### src/hw/gts_pkg.sv
// constants, field layouts and carrier types for the general timer set
package gts_pkg;

  // ---------------------------------------------------------------
  // sizes
  // ---------------------------------------------------------------
  localparam int NUM_TIMERS = 9;   // index 0 standalone, 1..8 the pair timers
  localparam int NUM_PAIRS  = 4;
  localparam int ADDR_W     = 6;
  localparam int DATA_W     = 16;
  localparam int PS_W       = 8;

  // ---------------------------------------------------------------
  // register map: timer index in addr[5:2], register in addr[1:0]
  // ---------------------------------------------------------------
  localparam logic [1:0]        REG_CTRL    = 2'h0;
  localparam logic [1:0]        REG_PERIOD  = 2'h1;
  localparam logic [1:0]        REG_COUNT   = 2'h2;
  localparam logic [ADDR_W-1:0] STATUS_ADDR = 6'h24;
  localparam logic [3:0]        LAST_TIMER  = 4'h8;

  // ---------------------------------------------------------------
  // control field positions
  // ---------------------------------------------------------------
  localparam int RUN_BIT  = 15;
  localparam int IDLE_BIT = 13;
  localparam int GATE_BIT = 6;
  localparam int PS_HI    = 5;
  localparam int PS_LO    = 4;
  localparam int JOIN_BIT = 3;
  localparam int SYNC_BIT = 2;
  localparam int SRC_BIT  = 1;

  // writable bits per control flavour; the rest read as zero
  localparam logic [DATA_W-1:0] CTRL_MASK_SOLO = 16'hA076;
  localparam logic [DATA_W-1:0] CTRL_MASK_EVEN = 16'hA07A;
  localparam logic [DATA_W-1:0] CTRL_MASK_ODD  = 16'hA072;

  // ---------------------------------------------------------------
  // reset values
  // ---------------------------------------------------------------
  localparam logic [DATA_W-1:0] CTRL_RESET   = 16'h0000;
  localparam logic [DATA_W-1:0] PERIOD_RESET = 16'hFFFF;
  localparam logic [DATA_W-1:0] COUNT_RESET  = 16'h0000;
  localparam logic [PS_W-1:0]   PS_RESET     = 8'h00;

  // ---------------------------------------------------------------
  // prescale codes and terminal counts
  // ---------------------------------------------------------------
  localparam logic [1:0]      PS_CODE_8   = 2'b01;
  localparam logic [1:0]      PS_CODE_64  = 2'b10;
  localparam logic [1:0]      PS_CODE_256 = 2'b11;
  localparam logic [PS_W-1:0] PS_LIM_1    = 8'h00;
  localparam logic [PS_W-1:0] PS_LIM_8    = 8'h07;
  localparam logic [PS_W-1:0] PS_LIM_64   = 8'h3F;
  localparam logic [PS_W-1:0] PS_LIM_256  = 8'hFF;

  // ---------------------------------------------------------------
  // carrier types
  // ---------------------------------------------------------------
  typedef enum logic [1:0] {
    SRC_INTERNAL  = 2'b00,
    SRC_GATED     = 2'b01,
    SRC_EXT_SYNC  = 2'b10,
    SRC_EXT_ASYNC = 2'b11
  } gts_src_t;

  typedef struct packed {
    logic [ADDR_W-1:0] addr;
    logic [DATA_W-1:0] wdata;
    logic              wr;
    logic              rd;
  } gts_bus_req_t;

  typedef struct packed {
    logic [NUM_TIMERS-1:0] external_count_pin;
    logic [NUM_TIMERS-1:0] gate_pin;
  } gts_pins_t;

endpackage

### src/hw/gts_timer_set.sv
// standalone timer plus four joinable timer pairs with register port
`timescale 1ns/1ps
// How it works
// RULE_01: standalone 16-bit counter runs as timer, synchronous or asynchronous counter.
// RULE_02: standalone flag on period match or on gate falling edge in gated mode.
// RULE_03: control bit 15 starts counting when 1, stops it when 0.
// RULE_04: control bit 13 set halts the timer during idle; clear keeps it running.
// RULE_05: bit 6 gates accumulation only with internal clock; ignored with external.
// RULE_06: prescale field 5-4 divides by 256, 64, 8 or 1.
// RULE_07: bit 2 synchronises external clock when external selected; ignored otherwise.
// RULE_08: bit 1 picks external pin rising edges or internal instruction clock.
// RULE_09: unimplemented control bits read back as zero.
// RULE_10: each pair works as two 16-bit timers without asynchronous mode.
// RULE_11: joined pair is one 32-bit timer, flagging on 32-bit period match.
// RULE_12: joined pair ignores odd control; even control, clock, gate drive it.
// RULE_13: joined match is reported on the odd timer's flag only.
// RULE_14: odd period holds upper period word, even the lower word.
// RULE_15: odd count register holds upper count word, even the lower word.
// RULE_16: first pair triggers converter one, second pair converter two, none else.
// RULE_17: only first pair's timers are offered as capture/compare time bases.
// RULE_18: only first pair's timers raise a DMA request.
// RULE_19: every timer may keep running in idle or sleep, per idle setting.
// RULE_20: software joins, configures, loads period and enable, then runs last.
// RULE_21: software unjoins, configures, loads period and enable, then runs last.
// RULE_22: even control bit 3 joins the pair into one 32-bit timer.
// RULE_23: software clears odd idle bit for a joined pair to run in idle; the code ignores it and halts on the even idle bit.
// RULE_24: on match counter returns to zero at next count clock, flag same cycle.
module gts_timer_set
  import gts_pkg::*;
(
  input  wire logic                         core_clk,
  input  wire logic                         sys_rst,
  input  wire gts_pkg::gts_bus_req_t        bus_req,
  output logic [gts_pkg::DATA_W-1:0]        rd_data,
  input  wire logic                         idle_mode,
  input  wire gts_pkg::gts_pins_t           pins,
  output logic [gts_pkg::NUM_TIMERS-1:0]    timer_flag,
  output logic [gts_pkg::NUM_TIMERS-1:0]    period_event,
  output logic [1:0]                        converter_trigger,
  output logic [1:0]                        dma_request,
  output logic [gts_pkg::DATA_W-1:0]        capture_base_lo,
  output logic [gts_pkg::DATA_W-1:0]        capture_base_hi
);
  import gts_pkg::*;

  // ---------------------------------------------------------------
  // helpers
  // ---------------------------------------------------------------
  // count source from control; pairs never run asynchronously
  function automatic gts_src_t src_mode(input logic [DATA_W-1:0] c, input logic solo);
    if (!c[SRC_BIT]) begin
      return c[GATE_BIT] ? SRC_GATED : SRC_INTERNAL;        // [RULE_05] [RULE_08]
    end
    return (solo && !c[SYNC_BIT]) ? SRC_EXT_ASYNC : SRC_EXT_SYNC; // [RULE_07] [RULE_10]
  endfunction

  // prescaler terminal count per code
  function automatic logic [PS_W-1:0] ps_limit(input logic [1:0] code);
    case (code)
      PS_CODE_8:   return PS_LIM_8;                         // [RULE_06]
      PS_CODE_64:  return PS_LIM_64;
      PS_CODE_256: return PS_LIM_256;
      default:     return PS_LIM_1;
    endcase
  endfunction

  // writable bits: index 0 standalone, odd index even timer, even index odd timer
  function automatic logic [DATA_W-1:0] ctrl_mask(input int t);
    if (t == 0) begin
      return CTRL_MASK_SOLO;
    end
    return (t % 2 == 1) ? CTRL_MASK_EVEN : CTRL_MASK_ODD;   // [RULE_09]
  endfunction

  // one 16-bit count step: {match, next count}
  function automatic logic [DATA_W:0] step16(input logic [DATA_W-1:0] c,
                                             input logic [DATA_W-1:0] p,
                                             input logic              tk);
    if (!tk) begin
      return {1'b0, c};
    end
    if (c == p) begin
      return {1'b1, COUNT_RESET};                            // [RULE_24]
    end
    return {1'b0, DATA_W'(c + 16'h0001)};
  endfunction

  // ---------------------------------------------------------------
  // state
  // ---------------------------------------------------------------
  logic [DATA_W-1:0]     ctrl        [NUM_TIMERS];
  logic [DATA_W-1:0]     next_ctrl   [NUM_TIMERS];
  logic [DATA_W-1:0]     period      [NUM_TIMERS];
  logic [DATA_W-1:0]     next_period [NUM_TIMERS];
  logic [DATA_W-1:0]     count       [NUM_TIMERS];
  logic [DATA_W-1:0]     next_count  [NUM_TIMERS];
  logic [PS_W-1:0]       ps          [NUM_TIMERS];
  logic [PS_W-1:0]       next_ps     [NUM_TIMERS];
  logic [NUM_TIMERS-1:0] ext_s1, ext_s2, ext_s3, ext_stable, ext_prev;
  logic [NUM_TIMERS-1:0] next_ext_stable;
  logic [NUM_TIMERS-1:0] gate_s1, gate_s2, gate_s3, gate_stable, gate_prev;
  logic [NUM_TIMERS-1:0] next_gate_stable;
  logic [NUM_TIMERS-1:0] tick_in, tick, gate_fall;
  logic [NUM_TIMERS-1:0] next_flag, next_event;
  logic [1:0]            next_trigger;
  logic [DATA_W-1:0]     next_rd_data;

  // ---------------------------------------------------------------
  // pin conditioning
  // ---------------------------------------------------------------
  // three-stage sync; a level is taken only once stages two and three agree
  always_comb begin
    next_ext_stable  = (~(ext_s2 ^ ext_s3) & ext_s3) | ((ext_s2 ^ ext_s3) & ext_stable);
    next_gate_stable = (~(gate_s2 ^ gate_s3) & gate_s3) | ((gate_s2 ^ gate_s3) & gate_stable);
  end

  // sync chain resets low, so a pin held high at release reads as one late rising edge
  always_ff @(posedge core_clk) begin
    if (sys_rst) begin
      ext_s1      <= '0;
      ext_s2      <= '0;
      ext_s3      <= '0;
      ext_stable  <= '0;
      ext_prev    <= '0;
      gate_s1     <= '0;
      gate_s2     <= '0;
      gate_s3     <= '0;
      gate_stable <= '0;
      gate_prev   <= '0;
    end else begin
      ext_s1      <= pins.external_count_pin;
      ext_s2      <= ext_s1;
      ext_s3      <= ext_s2;
      ext_stable  <= next_ext_stable;
      ext_prev    <= ext_stable;
      gate_s1     <= pins.gate_pin;
      gate_s2     <= gate_s1;
      gate_s3     <= gate_s2;
      gate_stable <= next_gate_stable;
      gate_prev   <= gate_stable;
    end
  end

  // ---------------------------------------------------------------
  // count clocks and prescalers
  // ---------------------------------------------------------------
  // with one core clock the unsynchronised path still sees the filtered pin,
  // a trade of edge latency for safety; idle halts it like any other source
  always_comb begin
    gts_src_t m;
    logic     halt;
    m    = SRC_INTERNAL;
    halt = 1'b0;
    for (int t = 0; t < NUM_TIMERS; t++) begin
      m            = src_mode(ctrl[t], t == 0);
      gate_fall[t] = (m == SRC_GATED) && ctrl[t][RUN_BIT] && gate_prev[t] && !gate_stable[t]; // [RULE_02]
      halt         = !ctrl[t][RUN_BIT]                                         // [RULE_03]
                     || (idle_mode && ctrl[t][IDLE_BIT]);                       // [RULE_04] [RULE_19]
      case (m)
        SRC_GATED:     tick_in[t] = gate_stable[t] && !halt;                   // [RULE_05]
        SRC_EXT_SYNC,
        SRC_EXT_ASYNC: tick_in[t] = ext_stable[t] && !ext_prev[t] && !halt;    // [RULE_08]
        default:       tick_in[t] = !halt;                                     // [RULE_01]
      endcase
      tick[t]    = tick_in[t] && (ps[t] == ps_limit(ctrl[t][PS_HI:PS_LO]));    // [RULE_06]
      next_ps[t] = tick_in[t] ? (tick[t] ? PS_RESET : PS_W'(ps[t] + 8'h01)) : ps[t];
      // a control or count write restarts the divide, so the first tick is a full period away
      if (bus_req.wr && bus_req.addr[5:2] == 4'(t)
          && (bus_req.addr[1:0] == REG_CTRL || bus_req.addr[1:0] == REG_COUNT)) begin
        next_ps[t] = PS_RESET;
      end
    end
  end

  // ---------------------------------------------------------------
  // counters, flags, register port
  // ---------------------------------------------------------------
  always_comb begin
    logic [DATA_W:0]     r16;
    logic [2*DATA_W-1:0] c32;
    int                  e;
    int                  o;
    r16          = '0;
    c32          = '0;
    e            = 0;
    o            = 0;
    next_event   = '0;
    next_rd_data = '0;
    for (int t = 0; t < NUM_TIMERS; t++) begin
      next_ctrl[t]   = ctrl[t];
      next_period[t] = period[t];
      next_count[t]  = count[t];
    end
    // standalone timer
    r16           = step16(count[0], period[0], tick[0]);
    next_count[0] = r16[DATA_W-1:0];
    next_event[0] = r16[DATA_W] || gate_fall[0];                               // [RULE_02]
    // pairs
    for (int p = 0; p < NUM_PAIRS; p++) begin
      e = 2 * p + 1;
      o = 2 * p + 2;
      if (ctrl[e][JOIN_BIT]) begin                                             // [RULE_22]
        // odd control, clock and gate are not looked at here
        c32 = {count[o], count[e]};                                            // [RULE_15]
        if (tick[e]) begin                                                     // [RULE_12]
          if (c32 == {period[o], period[e]}) begin                             // [RULE_14] [RULE_11]
            c32           = '0;
            next_event[o] = 1'b1;                                              // [RULE_13]
          end else begin
            c32 = 32'(c32 + 32'h0000_0001);
          end
        end
        // the even gate drives the joined pair, its falling edge lands on the odd flag
        next_event[o] = next_event[o] || gate_fall[e];
        next_count[e] = c32[DATA_W-1:0];
        next_count[o] = c32[2*DATA_W-1:DATA_W];
      end else begin
        r16           = step16(count[e], period[e], tick[e]);                  // [RULE_10]
        next_count[e] = r16[DATA_W-1:0];
        next_event[e] = r16[DATA_W] || gate_fall[e];
        r16           = step16(count[o], period[o], tick[o]);
        next_count[o] = r16[DATA_W-1:0];
        next_event[o] = r16[DATA_W] || gate_fall[o];
      end
    end
    // software writes win over the count step in the same cycle
    for (int t = 0; t < NUM_TIMERS; t++) begin
      if (bus_req.wr && bus_req.addr[5:2] == 4'(t)) begin
        case (bus_req.addr[1:0])
          REG_CTRL:   next_ctrl[t]   = bus_req.wdata & ctrl_mask(t);           // [RULE_09]
          REG_PERIOD: next_period[t] = bus_req.wdata;
          REG_COUNT:  next_count[t]  = bus_req.wdata;
          default:    next_count[t]  = next_count[t];
        endcase
      end
      // reads show the value before this edge's write; unmapped places read zero
      if (bus_req.rd && bus_req.addr[5:2] == 4'(t)) begin
        case (bus_req.addr[1:0])
          REG_CTRL:   next_rd_data = ctrl[t];
          REG_PERIOD: next_rd_data = period[t];
          REG_COUNT:  next_rd_data = count[t];
          default:    next_rd_data = '0;
        endcase
      end
    end
    // status word gathers every sticky flag in timer index order
    if (bus_req.rd && bus_req.addr == STATUS_ADDR) begin
      next_rd_data = {{(DATA_W-NUM_TIMERS){1'b0}}, timer_flag};
    end
    // sticky flags: write one to clear, a new event in the same cycle wins
    next_flag = timer_flag & ~((bus_req.wr && bus_req.addr == STATUS_ADDR)
                               ? bus_req.wdata[NUM_TIMERS-1:0] : '0);
    next_flag = next_flag | next_event;
    // converter triggers from the first two pairs only
    next_trigger[0] = ctrl[1][JOIN_BIT] ? next_event[2] : next_event[1];       // [RULE_16]
    next_trigger[1] = ctrl[3][JOIN_BIT] ? next_event[4] : next_event[3];
  end

  // one register bank for every timer; reset clears counts and arms periods at all ones
  always_ff @(posedge core_clk) begin
    if (sys_rst) begin
      for (int t = 0; t < NUM_TIMERS; t++) begin
        ctrl[t]   <= CTRL_RESET;
        period[t] <= PERIOD_RESET;
        count[t]  <= COUNT_RESET;
        ps[t]     <= PS_RESET;
      end
      timer_flag        <= '0;
      period_event      <= '0;
      converter_trigger <= '0;
      rd_data           <= '0;
    end else begin
      for (int t = 0; t < NUM_TIMERS; t++) begin
        ctrl[t]   <= next_ctrl[t];
        period[t] <= next_period[t];
        count[t]  <= next_count[t];
        ps[t]     <= next_ps[t];
      end
      timer_flag        <= next_flag;
      period_event      <= next_event;
      converter_trigger <= next_trigger;
      rd_data           <= next_rd_data;
    end
  end

  // ---------------------------------------------------------------
  // side outputs of the first pair
  // ---------------------------------------------------------------
  // the other pairs have no time base or dma path at all
  // dma requests follow the events, so a joined pair asks only on odd events: the 32-bit match or the even gate fall
  assign capture_base_lo = count[1];                                           // [RULE_17]
  assign capture_base_hi = count[2];
  assign dma_request     = {period_event[2], period_event[1]};                 // [RULE_18]
endmodule

### config.mk
export PLATFORM = sky130hd
export DESIGN_NAME = gts_timer_set
export DESIGN_NICKNAME = d
export VERILOG_FILES = /design/src/hw/gts_pkg.sv /design/src/hw/gts_timer_set.sv
export SDC_FILE = /design/constraint.sdc
export NUM_CORES = 2
export LEC_CHECK = 0
export BUFFER_PORTS_ARGS = -buffer_cell sky130_fd_sc_hd__buf_2
export CAP_MARGIN = 10
export CORE_ASPECT_RATIO = 1.25
export CORE_MARGIN = 2
export CORE_UTILIZATION = 40
export DETAILED_ROUTE_END_ITERATION = 6
export GPL_TIMING_DRIVEN = 0
export MAX_ROUTING_LAYER = met4
export PLACE_DENSITY_LB_ADDON = 0.3
export SLEW_MARGIN = 20
export SYNTH_ARGS = -nofsm -noshare
export SYNTH_HDL_FRONTEND = slang
export SYNTH_SLANG_ARGS = --single-unit
### constraint.sdc
create_clock -name core_clk -period 2.6 [get_ports core_clk]
set_input_delay 0.39 -clock core_clk [delete_from_list [all_inputs] [get_ports core_clk]]
set_output_delay 0.39 -clock core_clk [all_outputs]
set_load 0.005 [all_outputs]
==> flow_summary_export.csv <==
group,metric,value,unit
status,status,"complete, but fails checks",
status,violations,"setup timing",
placed_design,post-dp-hpwl,114000,µm
critical_path,startpoint_type,"input port",
clocking,cts_tree,"built",
logic_synthesis,ys_warn_count,0,
logic_synthesis,syn_area,30100,µm²
critical_path,regToRegEndpoint,"count[0][109]",
global_routing,antenna_found_initial,13,
placed_design,gp_congestion,1.10,
run,cap_violations,0,
hold_path,hp-class,"in2reg",
critical_path,ff2ff_setup_slack,-50,ps
logic_synthesis,seq_area_frac_synth,36.3,%
placed_design,io_buffer_count,94,
sta,min_period_over_period,106,%
floorplanning,fp.dieArea,77400,µm²
sta,setup_viol,34,
floorplanning,num_rows,112,
detailed_routing,dr.pass1.iters,6,
sta,fmax,0.362,GHz
global_routing,grt_usage,40.0,%
final_layout,drive_gt1_share,17.4,%
final_layout,final_common_cell,"nand2_1",
final_layout,fillers,7445,
floorplanning,start_util,40.3,%
sta,min_period,2760,ps
logic_synthesis,synthFlopType,"dfxtp_1",
hold_path,hp-start,"bus_req[10]",
sta,rsz0062_at_grt,"true",
final_layout,final_cell_mix,"nand2_1, dfxtp_1, nor2_1",
clocking,numCtsBuffers,59,
sta,maxSlewViolCount,0,
logic_synthesis,syn_nets,3933,
pwr,pwr_density_cell,539,nW/µm²
critical_path,worstPathMaxFanout,10,
detailed_routing,drc,0,
pwr,finalPower,19.6,mW
floorplanning,io_pins,115,
detailed_routing,dr.first_iter.drc_count,4335,
pwr,irDropWorstVdd,0.477,mV
final_layout,area_growth_syn_to_layout,20.8,%
floorplanning,coreArea,74600,µm²
logic_synthesis,synth_area_per_cell,7.77,µm²
detailed_routing,vias,32900,
detailed_routing,route.antenna.remaining_nets,0,
sta,setup_tns,-1890,ps
logic_synthesis,synth-async-reset-ratio,0,%
floorplanning,die_w,249,µm
critical_path,required,3200,ps
critical_path,critical_path_class,"in2reg",
global_routing,grt_max_degree,16,
detailed_routing,viasPerCell,6.42,
logic_synthesis,yosysTopAreaCellShare,36.3,%
final_layout,layout.nets,4158,
clocking,cts-root-buf,"clkbuf_16",
detailed_routing,totalWireLength,157000,µm
logic_synthesis,synthDistinctLibCells,90,
global_routing,grt_pass1_wl,218000,µm
clocking,h-tree-depth,2,
critical_path,crit_start,"bus_req[19]",
logic_synthesis,synth_seq_cells,545,
sta,tightest_slew,1330,ps
clocking,clockBufferDepth,3,
sta,max_slew_margin,11.4,%
sta,clock-skew-final,19.8,ps
clocking,cts.clk_slew.worst_paths,60,ps
critical_path,worstPathArrival,3360,ps
logic_synthesis,synth-edff-count,0,
clocking,cts_num_sinks,545,
logic_synthesis,synthTopCellsByArea,"dfxtp_1, nand2_1, xor2_1",
clocking,clock_latency,670,ps
critical_path,endpoint,"rd_data[11]",
pwr,p_leak,13.5,nW
detailed_routing,wire_per_inst,30.6,µm
critical_path,end_kind,"register",
sta,layout_setup_ws,-163,ps
sta,hold_viol_final,0,
logic_synthesis,yosysTopAreaCell,"dfxtp_1",
logic_synthesis,synthCells,3870,
critical_path,r2r_start,"ps[0][44]",
global_routing,grt_overflow_total,0,
global_routing,grt_pass1_vias,29800,
critical_path,worstRegToRegCells,9,
floorplanning,die_h,311,µm
critical path, cell delays in order:
cell and delay (ps):
buf_2 370, nor2b_1 360, clkbuf_2 380, buf_2 430, a22oi_1 220, o22ai_1 510, nor3_2 240, a21oi_1 290
nor2_1 60, nor2_1 80
synthesized netlist by cell type (21+ instances only):
master,instances
xnor2_1,58
o22ai_1,41
a21oi_1,190
nor3_1,108
nor2_1,336
nand2b_1,24
mux2i_1,104
a211oi_1,68
and4_1,26
buf_1,21
and3_1,55
nand3_1,281
o211ai_1,33
a221oi_1,21
inv_1,36
buf_4,34
o21ai_0,153
dfxtp_1,545
nand4_1,86
clkbuf_1,269
a31oi_1,25
nor4_1,66
nand2_1,539
a22oi_1,123
nor2b_1,90
xor2_1,217
state kept, by name, indices dropped and copies added, names as in the netlist, 16 cells and up, named ones only:
register  cells
ctrl         59
period      144
rd_data      16
count       144
ps           72
how the worst min path moves through the flow:
| stage | to | slack, ps | depth (start not counted) |
|---|---|---|---|
| floorplan | ext_s2[0] | 410 | 1 |
| global placement | ext_s2[1] | 420 | 1 |
| detailed placement | gate_s2[0] | 420 | 1 |
| CTS | count[0][72] | 170 | 4 |
| global route | count[0][110] | 210 | 4 |
| finish | count[0][72] | 170 | 4 |
stage by stage:
stage | setup slack, ps | instance area, µm² | utilization [%] | instances | hold WS [ps]
finish | -163 | 36300 | 48.7 | 5121 | 174
floorplan | 62.3 | 30100 | - | 3870 | 414
CTS | -118 | 35600 | 47.8 | 5096 | 169
global route | -123 | 36300 | 48.7 | 5120 | 206
detailed placement | -1910 | 32100 | 43.1 | 4946 | 423
global placement | -2410 | 31800 | 42.6 | 4933 | 416
cell type report:
| type | instances | area, µm² | share of cell area [%] |
|---|---|---|---|
| Timing Repair Buffer | 205 | 1570 | 4.31 |
| Clock buffer | 71 | 1610 | 4.44 |
| Tap cell | 969 | 1210 | 3.34 |
| Antenna cell | 6 | 15.0 | 0.0413 |
| Inverter | 36 | 135 | 0.372 |
| Clock inverter | 41 | 504 | 1.39 |
| Sequential cell | 545 | 11000 | 30.3 |
| Buffer | 298 | 1530 | 4.22 |
| Multi-Input combinational cell | 2950 | 18700 | 51.6 |
routing by layer:
metal / GRT usage, % / up-vias / share of wire [%]
met1: 49.3 / 15700 / 38
met4: 29.8 / 0 / 9.1
met2: 58.2 / 2244 / 42
met5: - / - / 0
li1: - / 14300 / -
met3: 7.25 / 606 / 11
cells by family after synthesis:
family	Yosys count	share of synthesized area [%]
AND/OR/NAND/NOR	1731	27.9
AO/OA/AOI/OAI	821	18.4
flip-flops	545	36.3
buffers and inverters	375	5.17
XOR/XNOR	275	8.01
multiplexers	105	3.51
adder cells (fa/ha/maj)	18	0.749
power breakdown:
| group | total (mW) | internal [mW] | switching (mW) |
|---|---|---|---|
| combinational | 1.73 | 0.394 | 1.33 |
| clock | 9.34 | 5.35 | 3.99 |
| sequential | 8.50 | 8.42 | 0.0780 |
| total | 19.6 | 14.2 | 5.40 |
timing repair:
item                                    4_1_cts  5_1_grt
endpoints found under the hold margin        18        0
buffers inserted                             50       31
gates resized for setup                     247      170
endpoints found under the setup margin      358      215
hold buffers                                 18        0
pin swaps                                    47       40
Note: power is estimated with default switching activity, not from simulation.
